### config.mk
export PLATFORM = sky130hd
export DESIGN_NAME = msc_top
export DESIGN_NICKNAME = d
export VERILOG_FILES = /design/src/msc_pkg.sv /design/src/msc_mode_decode.sv /design/src/msc_top.sv
export SDC_FILE = /design/constraint.sdc
export NUM_CORES = 1
export LEC_CHECK = 0
export ABC_CLOCK_PERIOD_IN_PS = 9800
export BUFFER_PORTS_ARGS = -buffer_cell sky130_fd_sc_hd__buf_2
export CAP_MARGIN = 20
export CORE_MARGIN = 2
export CORE_UTILIZATION = 48
export DETAILED_ROUTE_END_ITERATION = 6
export PLACE_DENSITY = 0.81
export SLEW_MARGIN = 20
export SYNTH_ARGS = -nofsm -noshare
export SYNTH_HDL_FRONTEND = slang
export SYNTH_SLANG_ARGS = --single-unit
### constraint.sdc
create_clock -name core_clk -period 9.8 [get_ports core_clk]
set_input_delay 1.96 -clock core_clk [delete_from_list [all_inputs] [get_ports core_clk]]
set_output_delay 1.96 -clock core_clk [all_outputs]
set_load 0.01 [all_outputs]
### src/msc_pkg.sv
package msc_pkg;

	////////////////////////////////////////////////////////////////////////////////
	// Register map: printed offsets are indexes, byte address is four times that
	localparam logic [31:0] MSC_MODE_STATUS_IDX    = 32'h000EE011;
	localparam logic [31:0] MSC_SYSTEM_CONTROL_IDX = 32'h000EE012;
	localparam logic [31:0] MSC_MODE_STATUS_ADDR   = {MSC_MODE_STATUS_IDX[29:0], 2'h0};
	localparam logic [31:0] MSC_SYSTEM_CONTROL_ADDR = {MSC_SYSTEM_CONTROL_IDX[29:0], 2'h0};

	////////////////////////////////////////////////////////////////////////////////
	// Mode status layout
	localparam logic [7:0]  MSC_MODE_STATUS_FIXED  = 8'hC0;
	localparam int          MSC_MS_SENSE_HI        = 2;
	localparam int          MSC_MS_SENSE_LO        = 0;

	////////////////////////////////////////////////////////////////////////////////
	// System control layout and value after reset
	localparam logic [7:0]  MSC_SYSTEM_CONTROL_RESET = 8'h09;
	localparam int          MSC_SC_STANDBY_BIT     = 7;
	localparam int          MSC_SC_SETTLE_HI       = 6;
	localparam int          MSC_SC_SETTLE_LO       = 4;
	localparam int          MSC_SC_USER_FLAG_BIT   = 3;
	localparam int          MSC_SC_NMI_EDGE_BIT    = 2;
	localparam int          MSC_SC_BUS_HOLD_BIT    = 1;
	localparam int          MSC_SC_RAM_BIT         = 0;

	////////////////////////////////////////////////////////////////////////////////
	// Settle wait selection
	localparam int          MSC_SETTLE_WIDTH       = 19;
	localparam logic [2:0]  MSC_SETTLE_CODE_MAX    = 3'h5;
	localparam logic [2:0]  MSC_SETTLE_CODE_SHORT  = 3'h6;
	localparam logic [18:0] MSC_SETTLE_SHORT_CYCLES = 19'h00400;

	////////////////////////////////////////////////////////////////////////////////
	// AXI4-Lite responses
	localparam logic [1:0]  MSC_RESP_OKAY          = 2'h0;
	localparam logic [1:0]  MSC_RESP_DECERR        = 2'h3;

	////////////////////////////////////////////////////////////////////////////////
	// Types
	typedef enum logic [1:0] {
		MSC_SPACE_NONE = 2'h0,
		MSC_SPACE_64K  = 2'h1,
		MSC_SPACE_1M   = 2'h2,
		MSC_SPACE_16M  = 2'h3
	} msc_space_t;

	typedef enum logic [1:0] {
		MSC_WIDTH_NONE = 2'h0,
		MSC_WIDTH_8    = 2'h1,
		MSC_WIDTH_16   = 2'h2
	} msc_width_t;

	typedef struct packed {
		logic       valid;
		logic [2:0] number;
		msc_space_t space;
		msc_width_t init_width;
		logic       expanded;
		logic       rom_enable;
	} msc_mode_t;

	typedef enum logic [3:0] {
		MSC_ST_RUN     = 4'h1,
		MSC_ST_SLEEP   = 4'h2,
		MSC_ST_STANDBY = 4'h4,
		MSC_ST_SETTLE  = 4'h8
	} msc_state_t;

endpackage

### src/msc_mode_decode.sv
`timescale 1ns/100ps
module msc_mode_decode (
	input  wire logic [2:0]        mode_code,
	output msc_pkg::msc_mode_t     mode
);
	import msc_pkg::*;

	always_comb begin
		mode = '0;
		mode.number = mode_code;
		case (mode_code)
			3'h1: begin
				mode = '{1'b1, mode_code, MSC_SPACE_1M, MSC_WIDTH_8, 1'b1, 1'b0};
			end
			3'h2: begin
				mode = '{1'b1, mode_code, MSC_SPACE_1M, MSC_WIDTH_16, 1'b1, 1'b0};
			end
			3'h3: begin
				mode = '{1'b1, mode_code, MSC_SPACE_16M, MSC_WIDTH_8, 1'b1, 1'b0};
			end
			3'h4: begin
				mode = '{1'b1, mode_code, MSC_SPACE_16M, MSC_WIDTH_16, 1'b1, 1'b0};
			end
			3'h5: begin
				mode = '{1'b1, mode_code, MSC_SPACE_16M, MSC_WIDTH_8, 1'b1, 1'b1};
			end
			3'h6: begin
				mode = '{1'b1, mode_code, MSC_SPACE_64K, MSC_WIDTH_NONE, 1'b0, 1'b1};
			end
			3'h7: begin
				mode = '{1'b1, mode_code, MSC_SPACE_1M, MSC_WIDTH_NONE, 1'b0, 1'b1};
			end
			default: begin
				// Prohibited strap: nothing enabled, flagged as invalid
				mode = '{1'b0, mode_code, MSC_SPACE_NONE, MSC_WIDTH_NONE, 1'b0, 1'b0};
			end
		endcase
	end

endmodule

### src/msc_top.sv
// Behaviour
// RULE1: Decode three mode pins into modes 1-7
// RULE2: Initial bus width follows the selected mode
// RULE3: ROM off modes 1-4, on 5-7
// RULE4: Address space size follows the mode
// RULE5: Bus is 8-bit only if all areas 8-bit
// RULE6: RAM disabled maps its range externally
// RULE7: Mode pins change only during reset
// RULE8: Mode pins never strapped to all zero
// RULE9: Mode status top bits 11, next 000
// RULE10: Mode status low bits show live pins
// RULE11: Boot mode inverts top mode sense bit
// RULE12: Standby select picks sleep or standby
// RULE13: Standby select stays set after wake
// RULE14: Settle field picks standby exit wait
// RULE15: Software sets settle wait of 7 ms
// RULE16: User flag enable picks flag role
// RULE17: Edge select picks nonmaskable request edge
// RULE18: Bus hold picks float or hold in standby
// RULE19: RAM enable set by reset, kept in standby
// RULE20: Exception entry sets mask, maybe user flag
// RULE21: Mode status writes ignored, fixed bits fixed
`timescale 1ns/100ps
module msc_top #(
	parameter int SETTLE_BASE = 8192
) (
	input  wire logic              core_clk,
	input  wire logic              rst_n,
	input  wire logic              mode_pin_high,
	input  wire logic              mode_pin_mid,
	input  wire logic              mode_pin_low,
	input  wire logic              boot_mode_pin,
	input  wire logic              nmi_pin,
	input  wire logic              halt_req,
	input  wire logic              ext_irq_wake,
	input  wire logic              exception_entry,
	input  wire logic              area_all_8bit,
	input  wire logic [31:0]       s_axi_awaddr,
	input  wire logic              s_axi_awvalid,
	output logic                   s_axi_awready,
	input  wire logic [31:0]       s_axi_wdata,
	input  wire logic [3:0]        s_axi_wstrb,
	input  wire logic              s_axi_wvalid,
	output logic                   s_axi_wready,
	output logic [1:0]             s_axi_bresp,
	output logic                   s_axi_bvalid,
	input  wire logic              s_axi_bready,
	input  wire logic [31:0]       s_axi_araddr,
	input  wire logic              s_axi_arvalid,
	output logic                   s_axi_arready,
	output logic [31:0]            s_axi_rdata,
	output logic [1:0]             s_axi_rresp,
	output logic                   s_axi_rvalid,
	input  wire logic              s_axi_rready,
	output msc_pkg::msc_mode_t     op_mode,
	output logic                   mode_prohibited,
	output logic                   ext_bus_16bit,
	output logic                   onchip_ram_enable,
	output logic                   ram_range_external,
	output msc_pkg::msc_state_t    power_state,
	output logic                   nmi_request,
	output logic                   user_flag_is_mask,
	output logic                   set_mask_flag,
	output logic                   set_user_flag,
	output logic                   bus_drive_oe_n,
	output logic                   ctrl_force_high
);
	import msc_pkg::*;

	////////////////////////////////////////////////////////////////////////////////
	// Reset release synchroniser
	logic              rst_meta_n;
	logic              rst_sync_n;

	always_ff @(posedge core_clk or negedge rst_n) begin
		if (!rst_n) begin
			rst_meta_n <= 1'b0;
			rst_sync_n <= 1'b0;
		end else begin
			rst_meta_n <= 1'b1;
			rst_sync_n <= rst_meta_n;
		end
	end

	////////////////////////////////////////////////////////////////////////////////
	// Pin synchronisers; first stage feeds only the second
	// Nmi stages reset to the idle high level: no false edge
	logic [4:0]        pin_meta;
	logic [4:0]        pin_sync;
	logic              nmi_prev;

	always_ff @(posedge core_clk or negedge rst_sync_n) begin
		if (!rst_sync_n) begin
			pin_meta <= 5'h08;
			pin_sync <= 5'h08;
			nmi_prev <= 1'b1;
		end else begin
			pin_meta <= {boot_mode_pin, nmi_pin, mode_pin_high, mode_pin_mid, mode_pin_low};
			pin_sync <= pin_meta;
			nmi_prev <= pin_sync[3];
		end
	end

	wire logic [2:0]   mode_code = pin_sync[2:0];
	wire logic         nmi_level = pin_sync[3];
	wire logic         boot_mode = pin_sync[4];

	////////////////////////////////////////////////////////////////////////////////
	// Mode decode
	msc_mode_t         mode_dec;

	msc_mode_decode u_decode (
		.mode_code (mode_code),
		.mode      (mode_dec)
	);

	////////////////////////////////////////////////////////////////////////////////
	// Register file
	logic [7:0]        system_control;

	wire logic         standby_select   = system_control[MSC_SC_STANDBY_BIT];
	wire logic [2:0]   settle_wait_select = system_control[MSC_SC_SETTLE_HI:MSC_SC_SETTLE_LO];
	wire logic         user_flag_enable = system_control[MSC_SC_USER_FLAG_BIT];
	wire logic         nonmaskable_edge_select = system_control[MSC_SC_NMI_EDGE_BIT];
	wire logic         standby_bus_hold = system_control[MSC_SC_BUS_HOLD_BIT];
	wire logic         onchip_memory_enable = system_control[MSC_SC_RAM_BIT];

	// Live pins at read time; boot mode flips the top sense bit
	wire logic [2:0]   mode_sense_bits = {mode_code[2] ^ boot_mode, mode_code[1:0]}; // see RULE10 RULE11
	wire logic [7:0]   mode_status = MSC_MODE_STATUS_FIXED | {5'h00, mode_sense_bits}; // see RULE9

	////////////////////////////////////////////////////////////////////////////////
	// AXI4-Lite write channel
	logic              aw_pend;
	logic              w_pend;
	logic [31:0]       aw_addr_q;
	logic [7:0]        w_data_q;
	logic              w_strb_q;

	wire logic         aw_fire = s_axi_awvalid && s_axi_awready;
	wire logic         w_fire  = s_axi_wvalid && s_axi_wready;
	wire logic         wr_go   = aw_pend && w_pend && !s_axi_bvalid;
	wire logic         wr_hit_sc = aw_addr_q == MSC_SYSTEM_CONTROL_ADDR;
	wire logic         wr_hit_ms = aw_addr_q == MSC_MODE_STATUS_ADDR;
	wire logic         wr_sc_en = wr_go && wr_hit_sc && w_strb_q;
	wire logic [1:0]   wr_resp = (wr_hit_sc || wr_hit_ms) ? MSC_RESP_OKAY : MSC_RESP_DECERR;

	always_ff @(posedge core_clk or negedge rst_sync_n) begin
		if (!rst_sync_n) begin
			s_axi_awready <= 1'b0;
			s_axi_wready  <= 1'b0;
			s_axi_bvalid  <= 1'b0;
			s_axi_bresp   <= MSC_RESP_OKAY;
			aw_pend       <= 1'b0;
			w_pend        <= 1'b0;
			aw_addr_q     <= 32'h00000000;
			w_data_q      <= 8'h00;
			w_strb_q      <= 1'b0;
		end else begin
			if (aw_fire) begin
				s_axi_awready <= 1'b0;
				aw_pend       <= 1'b1;
				aw_addr_q     <= s_axi_awaddr;
			end else if (!aw_pend && !s_axi_bvalid) begin
				s_axi_awready <= 1'b1;
			end
			if (w_fire) begin
				s_axi_wready <= 1'b0;
				w_pend       <= 1'b1;
				w_data_q     <= s_axi_wdata[7:0];
				w_strb_q     <= s_axi_wstrb[0];
			end else if (!w_pend && !s_axi_bvalid) begin
				s_axi_wready <= 1'b1;
			end
			if (wr_go) begin
				// Writes to mode status are answered but change nothing
				s_axi_bvalid <= 1'b1; // see RULE21
				s_axi_bresp  <= wr_resp;
				aw_pend      <= 1'b0;
				w_pend       <= 1'b0;
			end else if (s_axi_bvalid && s_axi_bready) begin
				s_axi_bvalid <= 1'b0;
			end
		end
	end

	////////////////////////////////////////////////////////////////////////////////
	// AXI4-Lite read channel
	wire logic         ar_fire = s_axi_arvalid && s_axi_arready;
	wire logic         rd_hit_sc = s_axi_araddr == MSC_SYSTEM_CONTROL_ADDR;
	wire logic         rd_hit_ms = s_axi_araddr == MSC_MODE_STATUS_ADDR;
	wire logic [7:0]   rd_byte = rd_hit_ms ? mode_status : (rd_hit_sc ? system_control : 8'h00);
	wire logic [1:0]   rd_resp = (rd_hit_sc || rd_hit_ms) ? MSC_RESP_OKAY : MSC_RESP_DECERR;

	always_ff @(posedge core_clk or negedge rst_sync_n) begin
		if (!rst_sync_n) begin
			s_axi_arready <= 1'b0;
			s_axi_rvalid  <= 1'b0;
			s_axi_rdata   <= 32'h00000000;
			s_axi_rresp   <= MSC_RESP_OKAY;
		end else begin
			if (ar_fire) begin
				s_axi_arready <= 1'b0;
				s_axi_rvalid  <= 1'b1;
				s_axi_rdata   <= {24'h000000, rd_byte}; // see RULE10
				s_axi_rresp   <= rd_resp;
			end else if (s_axi_rvalid && s_axi_rready) begin
				s_axi_rvalid  <= 1'b0;
			end else if (!s_axi_rvalid) begin
				s_axi_arready <= 1'b1;
			end
		end
	end

	////////////////////////////////////////////////////////////////////////////////
	// System control register
	// Only reset or a software write changes the standby select bit, so a wake leaves it set
	always_ff @(posedge core_clk or negedge rst_sync_n) begin
		if (!rst_sync_n) begin
			system_control <= MSC_SYSTEM_CONTROL_RESET; // see RULE12 RULE16 RULE17 RULE19
		end else if (wr_sc_en) begin
			system_control <= w_data_q; // see RULE13
		end
	end

	////////////////////////////////////////////////////////////////////////////////
	// Nonmaskable request edge
	wire logic         nmi_rise = nmi_level && !nmi_prev;
	wire logic         nmi_fall = !nmi_level && nmi_prev;
	wire logic         nmi_edge = nonmaskable_edge_select ? nmi_rise : nmi_fall; // see RULE17

	////////////////////////////////////////////////////////////////////////////////
	// Power state sequencer
	msc_state_t        state;
	msc_state_t        next_state;
	logic [18:0]       settle_count;

	// Illegal settle code 111 falls back to the longest wait, the safe side
	wire logic [2:0]   settle_code = (settle_wait_select > MSC_SETTLE_CODE_SHORT) ?
	                                 MSC_SETTLE_CODE_MAX : settle_wait_select;
	wire logic [18:0]  settle_long = 19'(SETTLE_BASE << settle_code);
	wire logic [18:0]  settle_load = (settle_code == MSC_SETTLE_CODE_SHORT) ?
	                                 MSC_SETTLE_SHORT_CYCLES : settle_long; // see RULE14
	wire logic         wake = ext_irq_wake || nmi_edge;
	wire logic         settle_done = settle_count <= 19'h00001;

	always_comb begin
		next_state = state;
		case (state)
			MSC_ST_RUN: begin
				if (halt_req) begin
					next_state = standby_select ? MSC_ST_STANDBY : MSC_ST_SLEEP; // see RULE12
				end
			end
			MSC_ST_SLEEP: begin
				if (wake) begin
					next_state = MSC_ST_RUN;
				end
			end
			MSC_ST_STANDBY: begin
				if (wake) begin
					next_state = MSC_ST_SETTLE; // see RULE14
				end
			end
			MSC_ST_SETTLE: begin
				if (settle_done) begin
					next_state = MSC_ST_RUN;
				end
			end
			default: begin
				next_state = MSC_ST_RUN;
			end
		endcase
	end

	always_ff @(posedge core_clk or negedge rst_sync_n) begin
		if (!rst_sync_n) begin
			state        <= MSC_ST_RUN;
			settle_count <= 19'h00000;
		end else begin
			state <= next_state;
			if (state == MSC_ST_STANDBY && wake) begin
				settle_count <= settle_load; // see RULE14
			end else if (state == MSC_ST_SETTLE && !settle_done) begin
				settle_count <= settle_count - 19'h00001;
			end
		end
	end

	////////////////////////////////////////////////////////////////////////////////
	// Mode derived outputs and standby pin control
	wire logic         bus_16 = mode_dec.expanded && !area_all_8bit; // see RULE5
	wire logic         ram_ext = mode_dec.expanded && !onchip_memory_enable; // see RULE6
	wire logic         in_standby = next_state == MSC_ST_STANDBY;
	// Float when hold is off; otherwise address held and controls high
	wire logic         next_float = in_standby && !standby_bus_hold; // see RULE18
	wire logic         next_ctrl_high = in_standby && standby_bus_hold; // see RULE18

	always_ff @(posedge core_clk or negedge rst_sync_n) begin
		if (!rst_sync_n) begin
			op_mode            <= '0;
			mode_prohibited    <= 1'b0;
			ext_bus_16bit      <= 1'b0;
			onchip_ram_enable  <= 1'b1;
			ram_range_external <= 1'b0;
			power_state        <= MSC_ST_RUN;
			bus_drive_oe_n     <= 1'b0;
			ctrl_force_high    <= 1'b0;
		end else begin
			op_mode            <= mode_dec; // see RULE1 RULE2 RULE3 RULE4
			mode_prohibited    <= !mode_dec.valid; // see RULE1
			ext_bus_16bit      <= bus_16;
			onchip_ram_enable  <= onchip_memory_enable; // see RULE19
			ram_range_external <= ram_ext;
			power_state        <= next_state;
			bus_drive_oe_n     <= next_float;
			ctrl_force_high    <= next_ctrl_high;
		end
	end

	////////////////////////////////////////////////////////////////////////////////
	// Interrupt side effects
	always_ff @(posedge core_clk or negedge rst_sync_n) begin
		if (!rst_sync_n) begin
			nmi_request       <= 1'b0;
			user_flag_is_mask <= 1'b0;
			set_mask_flag     <= 1'b0;
			set_user_flag     <= 1'b0;
		end else begin
			nmi_request       <= nmi_edge; // see RULE17
			user_flag_is_mask <= !user_flag_enable; // see RULE16
			set_mask_flag     <= exception_entry; // see RULE20
			set_user_flag     <= exception_entry && !user_flag_enable; // see RULE20
		end
	end

endmodule

Yosys cells after proc, flatten, opt, wreduce, memory -nomap -nowiden. Cells that the tools add are included.

Bits in registers: 124. Input bits: 116. Word-level logic and storage cells: 134. Output and inout bits: 65.

Equal/unequal tests: 19. $add $sub $neg: 1. Order comparisons: 2. Multiplexer cells: 31. Shift-type cells: 1. Bitwise logic cells: 1. Reductions and logical operators: 42.

Operators by type and width (count): 32-bit by 22-bit equality test with 1-bit output, second input constant (4); 10-bit one-hot mux with 7 select lines (1); 19-bit two-way mux (3); 1-bit logical AND (20); 19-bit by 1-bit less-or-equal comparator with 1-bit output, second input constant (1); 14-bit by 3-bit left shift with 19-bit output, first input constant (1); 19-bit by 1-bit subtractor with 19-bit output, second input constant (1); 1-bit two-way mux (16); 4-bit two-way mux (4); 8-bit two-way mux (2); 4-bit one-hot mux with 4 select lines (1); 3-bit equality test, second input constant (5); 2-bit nonzero test (7); 1-bit zero test (11); 4-bit by 3-bit equality test with 1-bit output, second input constant (2); 3-bit by 2-bit equality test with 1-bit output, second input constant (2); 3-bit two-way mux (2); 4-bit by 1-bit equality test with 1-bit output, second input constant (1); 4-bit by 2-bit equality test with 1-bit output, second input constant (1); 4-bit equality test, second input constant (1); 2-bit two-way mux (2); 3-bit by 1-bit equality test with 1-bit output, second input constant (1); 3-bit > comparator, second input constant (1); 1-bit logical OR (3); other kinds (4) (4).

Longest topological paths before layout. Gate-level depths: netlist of run 1.

Word-level depth: 8. Gate-level depth with buffers: 7. Depth with buffers taken out: 7.

Cells and area by module. From an unflattened synthesis of run 1, not the netlist that was laid out.

Cells, all modules: 416. Area, all modules: 5190.0 um^2.

Modules (own cells, without submodules): msc_top (instances 1, area each 5102.4 um^2, cells each 404, seq. area each 3061.7 um^2); msc_mode_decode (instances 1, area each 87.6 um^2, cells each 12, seq. area each 0.0 um^2).

Worst setup path after synthesis of run 1. Ideal clock, no wire load.

Path type: input-to-reg. Start: in s_axi_araddr[30]. End: reg s_axi_rdata[0]. Setup time: 0.066 ns. Arrival: 3.492 ns. Setup slack: 6.242 ns. Stages on the path: 6. Buffers on the path: 1. Data required time: 9.734 ns. Path through: nor4b_1 -> nand4_1 -> or4_1 -> clkbuf_1 -> nor3b_2 -> a221o_1.

Cells in the longest elaborated chain, start to end: 3. Elaborated cells between the ends (all ways): 4. Classes of those cells: eq/ne (2); mux (2).

RTL lines: from (decl) (RTL line msc_top.sv:48) `input wire logic [31:0] s_axi_araddr,`; 32-bit by 22-bit equality test with 1-bit output (RTL line msc_top.sv:190) `wire logic rd_hit_sc = s_axi_araddr == MSC_SYSTEM_CONTROL_ADDR;`; 8-bit two-way mux (RTL line msc_top.sv:192) `wire logic [7:0] rd_byte = rd_hit_ms ? mode_status : (rd_hit_sc ? system_control : 8'h00);`; 8-bit two-way mux (*) (RTL line msc_top.sv:192); to (signal assigned) (RTL line msc_top.sv:205) `s_axi_rdata <= {24'h000000, rd_byte};`; to (decl) (RTL line msc_top.sv:51) `output logic [31:0] s_axi_rdata,`.

Mark *: on every way between the ends. The rest lies on a longest branch, timed or not. A chain may end at the register's enable or synchronous reset.

Worst setup path after layout of run 1.
Start: in s_axi_araddr[14]. End: reg s_axi_rdata[0].

Same word-level chain as after synthesis.

==> summary.md, run 1 <==
| Metric | Value |
|---|---|
| RSZ-0062 raised after global routing | no |
| Routed WL | 10,700 um |
| Critical path startpoint category | input port |
| Total GRT Usage | 20.0% |
| FF/Latch Area | 3070 sq um |
| Max-slew violations | 0 |
| Cell with the most instances after synthesis | dfrtp_1 |
| Async SR Flop Fraction | 100% |
| DR iter-0 viols | 158 |
| Number of synthesized flops with an enable pin | 0 |
| # rows | 37 |
| Slew Limit Headroom | 56.0% |
| Via density | 5.23 |
| CP peak stage delay | 710 ps |
| Post-CTS setup buffer count | 0 |
| Met3 usage | 7.14% |
| Syn_area_per_cell | 12.4 sq um |
| Run status | finished clean |
| Worst path cell trace | buf_2, nor4b_1, nand4_1, or4_1, nor3b_2, a221o_1 |
| GR peak layer | met2 |
| Port-buffer cells | 129 |
| Vias | 3,682 |
| WP data arrival | 3840 ps |
| GR Util met1 | 24.2% |
| Die Y | 108 um |
| Max frequency | 0.296 GHz |
| Synth area leaders | dfrtp_1 (56%), mux2_2 (10%), buf_4 (3.8%) |
| Cell Pwr Density | 237 nW/um^2 |
| Worst Max-Slew Pin Slew | 655 ps |
| Final Setup Violations | 0 |
| Largest net degree at the start of global routing | 82 |
| Syn Inst Count | 417 |
| Pre-antenna DRT Iters | 4 |
| Post-synthesis to final-layout area growth | 25.5% |
| Routed len/inst | 15.2 um |
| Data required time of the worst path | 10,260 ps |
| CTS buffer count | 17 |
| # fillers | 809 |
| Peak VDD IR | 175 uV |
| Die Area | 11,600 sq um |
| Die X-Extent | 108 um |
| Met2 usage | 33.2% |
| GP Congestion | 0.791 |
| DRC viols | 0 |
| Clock Latency Late Sink | 530 ps |
| CP endpoint kind | flip-flop |
| Layout cells sized above 1 | 40.3% |
| N_diodes | 0 |
| DP Cell Count | 671 |
| Largest area contributor in the netlist | dfrtp_1 |
| CTS tree | done |
| Synth warn | 0 |
| Initial Utilization | 49.9% |
| Skew final | 9.54 ps |
| Initial antenna violation count | 0 |
| Top cell type's share of synthesized area | 55.7% |
| Max Cap Violations | 0 |
| Most used DFF post-synth | dfrtp_1 |
| Fin crit share | 34.5% |
| Clk sinks | 122 |
| WP buf/inv | 1 |
| First-pass GRT wire length | 17,900 um |
| Core Region | 10,400 sq um |
| Critical path's top delay family | simple AND/OR/NAND/NOR gates |
| Tmin final | 3380 ps |
| Min-delay worst type | flip-flop to async pin |
| Leak | 2.96 nW |
| Io pins | 181 |
| CTS max path bufs | 2 |
| DP HPWL | 7290 um |
| Count of different cell masters after synthesis | 55 |
| Final Non-Filler Cells | 704 |
| Setup TNS | 0 ps |
| Grt total ovfl | 0 |
| DP Worst Slack | 5900 ps |
| DRT antenna net count | 0 |
| Min Hold Slack | 300 ps |
| Max FO, Critical Path | 7 |
| Vias in the first global route | 3,773 |
| Crit Path Class | input port to flip-flop |
| Synth Register Bits | 122 |
| Post-CTS Resized | 0 |
| Register area share after synthesis | 59.2% |
| Clock transition at path regs | 60 ps |
| Cell Area, Synth | 5170 sq um |
| Hold_buf cts | 0 |
| Multi-input combinational cell area | 1930 sq um |
| Final setup margin | 6420 ps |
| Slowest-stage cell, CP | or4_1 |
| Endpoints failing hold | 0 |
| Post-synth top cells | dfrtp_1 (115), mux2_2 (47), buf_4 (26) |
| Nets | 673 |
| Root Driver | clkbuf_8 |
| CTS H-Tree Depth | 4 |
==> flip-flops by register name (all words and copies together) (netlist names), 4 cells and up <==
signal and count:
settle_count 19, op_mode 10, w_data_q 8, power_state 4, s_axi_rdata 8, pin_sync 5, pin_meta 5, aw_addr_q 32
system_control 8
==> layer usage <==
layer	part of all wire, %	vias up
li1	-	1738
met1	41	1805
met2	52	126
met3	6.4	13
met4	1.2	0
met5	0	-
==> placed cells by master, fill, tap and decap left out, types with 6 or more instances in the layout <==
| cell | count |
|---|---|
| inv_1 | 12 |
| nor4b_1 | 13 |
| a21oi_1 | 9 |
| xnor2_1 | 11 |
| mux2_2 | 47 |
| o21ai_0 | 13 |
| nand3_1 | 6 |
| nor3_1 | 8 |
| buf_2 | 129 |
| dfrtp_1 | 114 |
| clkbuf_16 | 16 |
| nor2_1 | 20 |
| conb_1 | 25 |
| or4_1 | 7 |
| nand2_1 | 22 |
| dfstp_2 | 7 |
| nor4_1 | 12 |
==> cells by family after synthesis <==
| family | share of synthesized area [%] |
|---|---|
| AO/OA/AOI/OAI | 7.28 |
| XOR/XNOR | 2.37 |
| flip-flops | 59.2 |
| adder cells (fa/ha/maj) | 0.484 |
| buffers and inverters | 5.45 |
| AND/OR/NAND/NOR | 14.2 |
| other | 0.145 |
| multiplexers | 10.8 |
==> final timing paths <==
kind,slack [ps],cells past startpoint,startpoint,to
min reg2reg,300,0,rst_sync_n,s_axi_wready
min in group core_clk,350,0,rst_meta_n,rst_sync_n
min,300,0,rst_sync_n,s_axi_wready
max in group asynchronous,8400,2,rst_sync_n,power_state[0]
max reg2reg,7350,5,settle_count[7],settle_count[14]
max,6420,6,s_axi_araddr[14],s_axi_rdata[0]
==> cell type report <==
cell class              count  share of cell area (%)
well taps                 136                    2.62
repair buffers            133                    10.7
clock buffers              19                    6.81
clock inverters            13                    2.20
multi-input cells         269                    29.7
inverters                  12                   0.694
flip-flops and latches    122                    47.2
==> stage by stage <==
stage / utilization [%] / instance area [sq um] / total power [mW]
6_report: 62.6 / 6490 / 1.54
5_1_grt: 62.6 / 6490 / 1.62
4_1_cts: 62.2 / 6450 / 1.55
3_5_place_dp: 56.6 / 5870 / 0.935
3_3_place_gp: 56.6 / 5870 / 0.915
2_1_floorplan: - / 5260 / 0.863
==> power breakdown <==
group | internal [mW] | leakage [nW] | switching, mW
Combinational | 0.136 | 1.26 | 0.104
Sequential | 0.618 | 1.41 | 0.0721
Clock | 0.376 | 0.285 | 0.229
Total | 1.13 | 2.96 | 0.406
==> worst reg2reg max path: cells and delay by family (launching register included) <==
| kind | cells | cell delay (ps) |
|---|---|---|
| DFF | 1 | 410 |
| and+or+nand+nor | 3 | 1280 |
| AOI/OAI and AO/OA | 2 | 640 |
(Power assumes the default switching activity.)
==> inputs of run 2 (changes only) <==
- ABC_CLOCK_PERIOD_IN_PS: 9800 -> 3100
- CORE_UTILIZATION: 48 -> 45
- PLACE_DENSITY: 0.81 -> 0.8
- clock period: 9.8 -> 3.1 ns (I/O delays scaled with it)
==> summary.md, run 2 (synthesis results as in run 1) <==
| Metric | Value |
|---|---|
| Clk sinks | 122 |
| Nets | 674 |
| Tmin final | 2460 ps |
| Die Area | 12,400 sq um |
| WP buf/inv | 0 |
| Final Non-Filler Cells | 713 |
| Worst Max-Slew Pin Slew | 840 ps |
| # fillers | 934 |
| FF/Latch Area | 3070 sq um |
| Pwr Total | 5.00 mW |
| Grt total ovfl | 0 |
| Endpoints failing hold | 0 |
| Reg-to-Reg Start | settle_count[6] |
| CP peak stage delay | 560 ps |
| Root Driver | clkbuf_16 |
| Total GRT Usage | 17.7% |
| Hold wc startpoint | nmi_pin |
| Max FO, Critical Path | 6 |
| Max-slew violations | 0 |
| Critical path's top delay family | simple AND/OR/NAND/NOR gates |
| Data required time of the worst path | 3380 ps |
| Layout cells sized above 1 | 40.1% |
| Cells on Worst Hold Path | 1 |
| Die Y | 111 um |
| Vias in the first global route | 3,779 |
| CP endpoint kind | flip-flop |
| Port-buffer cells | 129 |
| Vias | 3,727 |
| CTS tree | done |
| First-pass GRT wire length | 17,700 um |
| DP Worst Slack | 515 ps |
| Crit Path Class | flip-flop to flip-flop |
| DP Cell Count | 679 |
| CP Depth | 5 |
| Core Region | 11,300 sq um |
| Design area | 6540 sq um |
| Placed cell area | 5900 sq um |
| Most common cell after layout, fill and taps aside | buf_2 |
| Skew final | 7.60 ps |
| Initial antenna violation count | 1 |
| Utilization after layout | 57.7% |
| Commonest cells after routing, fill and taps aside | buf_2 (129), dfrtp_1 (114), mux2_2 (47), conb_1 (25), nand2_1 (22) |
| Leak | 2.96 nW |
| Largest registers | aw_addr_q: 32 flops, settle_count: 19 flops, op_mode: 10 flops |
| Clock Latency Late Sink | 410 ps |
| Clock transition at path regs | 50 ps |
| Depth of the worst register-to-register path | 5 |
| DRT antenna net count | 0 |
| Routed len/inst | 14.9 um |
| GP Congestion | 0.795 |
| Routed WL | 10,600 um |
| Largest Register | aw_addr_q |
| Max frequency | 0.406 GHz |
| Final setup margin | 639 ps |
| Max Cap Violations | 0 |
| DRC viols | 0 |
| Post-synthesis to final-layout area growth | 26.4% |
| Slew Limit Headroom | 44.0% |
| RSZ-0062 raised after global routing | no |
| CTS buffer count | 17 |
| Number of flip-flops in the largest register | 32 |
| Slowest-stage cell, CP | or4_4 |
| Largest net degree at the start of global routing | 67 |
| Via density | 5.23 |
| Run status | finished clean |
| Initial Utilization | 45.7% |
| Fin crit share | 79.4% |
| # rows | 39 |
| CTS H-Tree Depth | 4 |
| Io pins | 181 |
| Cell Pwr Density | 765 nW/um^2 |
| Worst path cell trace | or4_4, or3_4, a211o_1, o311a_1, or3_1 |
| Post-CTS Resized | 0 |
| Multi-input combinational cell area | 1920 sq um |
| Critical path startpoint category | flip-flop |
| Die X-Extent | 111 um |
| DP HPWL | 7570 um |
| Min-delay worst type | input port to flip-flop |
| WP data arrival | 2740 ps |
| CTS max path bufs | 2 |
| Final Setup Violations | 0 |
| Setup TNS | 0 ps |
| Pre-antenna DRT Iters | 5 |
| DR iter-0 viols | 183 |
| Min Hold Slack | 316 ps |
| CP startpoint | settle_count[6] |
| Peak VDD IR | 521 uV |
## run 2: path summary, 6_finish.rpt
kind	end	slack, ps
max reg2reg	settle_count[14]	640
min reg2reg	pin_sync[2]	350
min	pin_meta[3]	320
max in group asynchronous	power_state[0]	1810
max	settle_count[14]	640
min in group asynchronous	pin_meta[1]	450
## run 2: repair_timing
action                                  in CTS  in global routing
endpoints found under the hold margin        2                  0
hold buffers                                 1                  0
endpoints found under the setup margin       0                  0
buffers inserted                             0                  0
## run 2: layout make-up
cell class / count / area share [%]
Antenna cell: 1 / 0.0383
Inverter: 12 / 0.689
Clock buffer: 18 / 6.57
Clock inverter: 14 / 3.01
Multi-Input combinational cell: 269 / 29.4
Timing Repair Buffer: 134 / 10.7
Sequential cell: 122 / 46.9
Tap cell: 143 / 2.74
## run 2: power breakdown
part           total (mW)  internal, mW  switching [mW]
Clock                2.06          1.35           0.715
Combinational       0.748         0.428           0.320
Sequential           2.19          1.95           0.234
## run 2: layer usage
layer,GRT usage [%],vias up,part of all wire (%)
li1,-,1742,-
met1,20.8,1836,40
met2,29.4,130,50
met3,6.83,19,7.8
met4,7.00,0,1.6
met5,0,-,0
==> inputs of run 3 (changes only) <==
- ABC_CLOCK_PERIOD_IN_PS: 3100 -> 2450
- CORE_UTILIZATION: 45 -> 48
- PLACE_DENSITY: 0.8 -> 0.81
- clock period: 3.1 -> 2.45 ns (I/O delays scaled with it)
==> summary.md, run 3 (synthesis results as in run 1) <==
| Metric | Value |
|---|---|
| CTS max path bufs | 2 |
| Vias | 3,762 |
| Routed WL | 11,000 um |
| Sequential share of power | 47.1% |
| Skew final | 8.99 ps |
| Max-slew violations | 0 |
| CP endpoint kind | flip-flop |
| Design area | 6480 sq um |
| Post-CTS setup buffer count | 0 |
| Final Setup Violations | 0 |
| Initial antenna violation count | 0 |
| Nets | 681 |
| Total GRT Usage | 20.3% |
| Reg-to-Reg Start | settle_count[5] |
| Pwr Total | 5.86 mW |
| Depth of the worst register-to-register path | 5 |
| Layout cells sized above 1 | 40.8% |
| Slew Limit Headroom | 61.6% |
| Setup slack, reg-to-reg | 80 ps |
| DRT antenna net count | 0 |
| Die Y | 108 um |
| CTS buffer count | 17 |
| CTS H-Tree Depth | 4 |
| Crit Path Class | flip-flop to flip-flop |
| Net Sw Power | 1.60 mW |
| DR iter-0 viols | 203 |
| Clock Latency Late Sink | 520 ps |
| Tmin final | 2370 ps |
| Io pins | 181 |
| Placed cell area | 5940 sq um |
| Port-buffer cells | 129 |
| Max FO, Critical Path | 4 |
| Vias in the first global route | 3,841 |
| Min-delay worst type | input port to flip-flop |
| Leak | 2.95 nW |
| FF/Latch Area | 3070 sq um |
| Data required time of the worst path | 2840 ps |
| Number of flip-flops in the largest register | 32 |
| Die X-Extent | 108 um |
| Multi-input combinational cell area | 1930 sq um |
| Largest net degree at the start of global routing | 52 |
| Largest registers | aw_addr_q: 32 flops, settle_count: 19 flops, op_mode: 10 flops |
| Initial Utilization | 49.9% |
| Run status | finished clean |
| Pre-antenna DRT Iters | 5 |
| Pint | 4.26 mW |
| # fillers | 812 |
| Max Cap Violations | 0 |
| Logic pwr share | 16.3% |
| GP Congestion | 0.792 |
| Worst reg2reg path endpoint | settle_count[14] |
| Fin crit share | 96.9% |
| Routed len/inst | 15.4 um |
| Critical path startpoint category | flip-flop |
| N_diodes | 0 |
| Via density | 5.28 |
| Die Area | 11,600 sq um |
| Post-synthesis to final-layout area growth | 25.3% |
| Sw frac | 27.3% |
| Hold wc startpoint | nmi_pin |
| Clock transition at path regs | 60 ps |
| Commonest cells after routing, fill and taps aside | buf_2 (129), dfrtp_1 (114), mux2_2 (47), conb_1 (25), nand2_1 (22) |
| Core Region | 10,400 sq um |
| Most common cell after layout, fill and taps aside | buf_2 |
| Max frequency | 0.421 GHz |
| Largest Register | aw_addr_q |
| Cell Pwr Density | 905 nW/um^2 |
| WHS Endpoint | pin_meta[3] |
| # rows | 37 |
| Root Driver | clkbuf_8 |
| First-pass GRT wire length | 18,000 um |
| RSZ-0062 raised after global routing | no |
| WP data arrival | 2770 ps |
| Min Hold Slack | 76.9 ps |
| Peak VDD IR | 574 uV |
| CTS tree | done |
| Cells on Worst Hold Path | 1 |
| Worst Max-Slew Pin Slew | 576 ps |
| Clk sinks | 122 |
| Clk network pwr share | 36.6% |
| DP HPWL | 7600 um |
| DRC viols | 0 |
| Grt total ovfl | 0 |
| Endpoints failing hold | 0 |
-- run 3: layer usage --
layer | part of all wire (%) | global-route usage (%) | wire (um)
met3 | 6.9 | 7.32 | 760
met4 | 1.7 | 8.52 | 183
met1 | 41 | 24.2 | 4520
met2 | 50 | 33.1 | 5520
met5 | 0 | 0 | 0
-- run 3: worst max-delay path, cell delays in order (launching register included) --
cell and delay, ps:
dfrtp_1 370, or4_4 570, or3_4 370, a211o_4 350, o311a_1 280, or3_1 310
-- run 3: cell type report --
cell class	instances	share of cell area (%)
flip-flops and latches	122	47.3
inverters	12	0.696
multi-input cells	269	29.8
clock inverters	13	1.47
well taps	136	2.63
repair buffers	141	11.6
clock buffers	19	6.51
-- run 3: worst max path at each step --
stage,start,to,slack (ps)
after floorplan,settle_count[7],settle_count[14],130
after global placement,s_axi_araddr[14],s_axi_rdata[0],60
after detailed placement,s_axi_araddr[14],s_axi_rdata[2],-10
after CTS,settle_count[7],settle_count[14],20
after global routing,settle_count[15],settle_count[1],10
final,settle_count[5],settle_count[14],80
-- run 3: metrics by stage --
stage | TNS, ps | setup WS [ps] | cells | util (%)
CTS | 0 | 24.6 | 712 | 62.4
finish | 0 | 76.3 | 712 | 62.5
floorplan | 0 | 126 | 440 | -
global placement | 0 | 62.1 | 679 | 57.3
global route | 0 | 11.5 | 712 | 62.5
detailed placement | -20.2 | -12.2 | 679 | 57.3
-- run 3: power groups by stage --
stage / Clock [mW] / Combinational (mW) / Sequential [mW]
after detailed placement: 0 / 0.960 / 2.78
after global routing: 2.29 / 1.06 / 2.82
final: 2.15 / 0.956 / 2.76
after global placement: 0 / 0.912 / 2.75
after CTS: 2.20 / 0.969 / 2.76
after floorplan: 0 / 0.693 / 2.76
-- run 3: timing repair --
item / CTS / global route
resized for setup: 0 / 1
hold buffers: 1 / 0
endpoints found under the setup margin: 0 / 1
endpoints found under the hold margin: 2 / 0
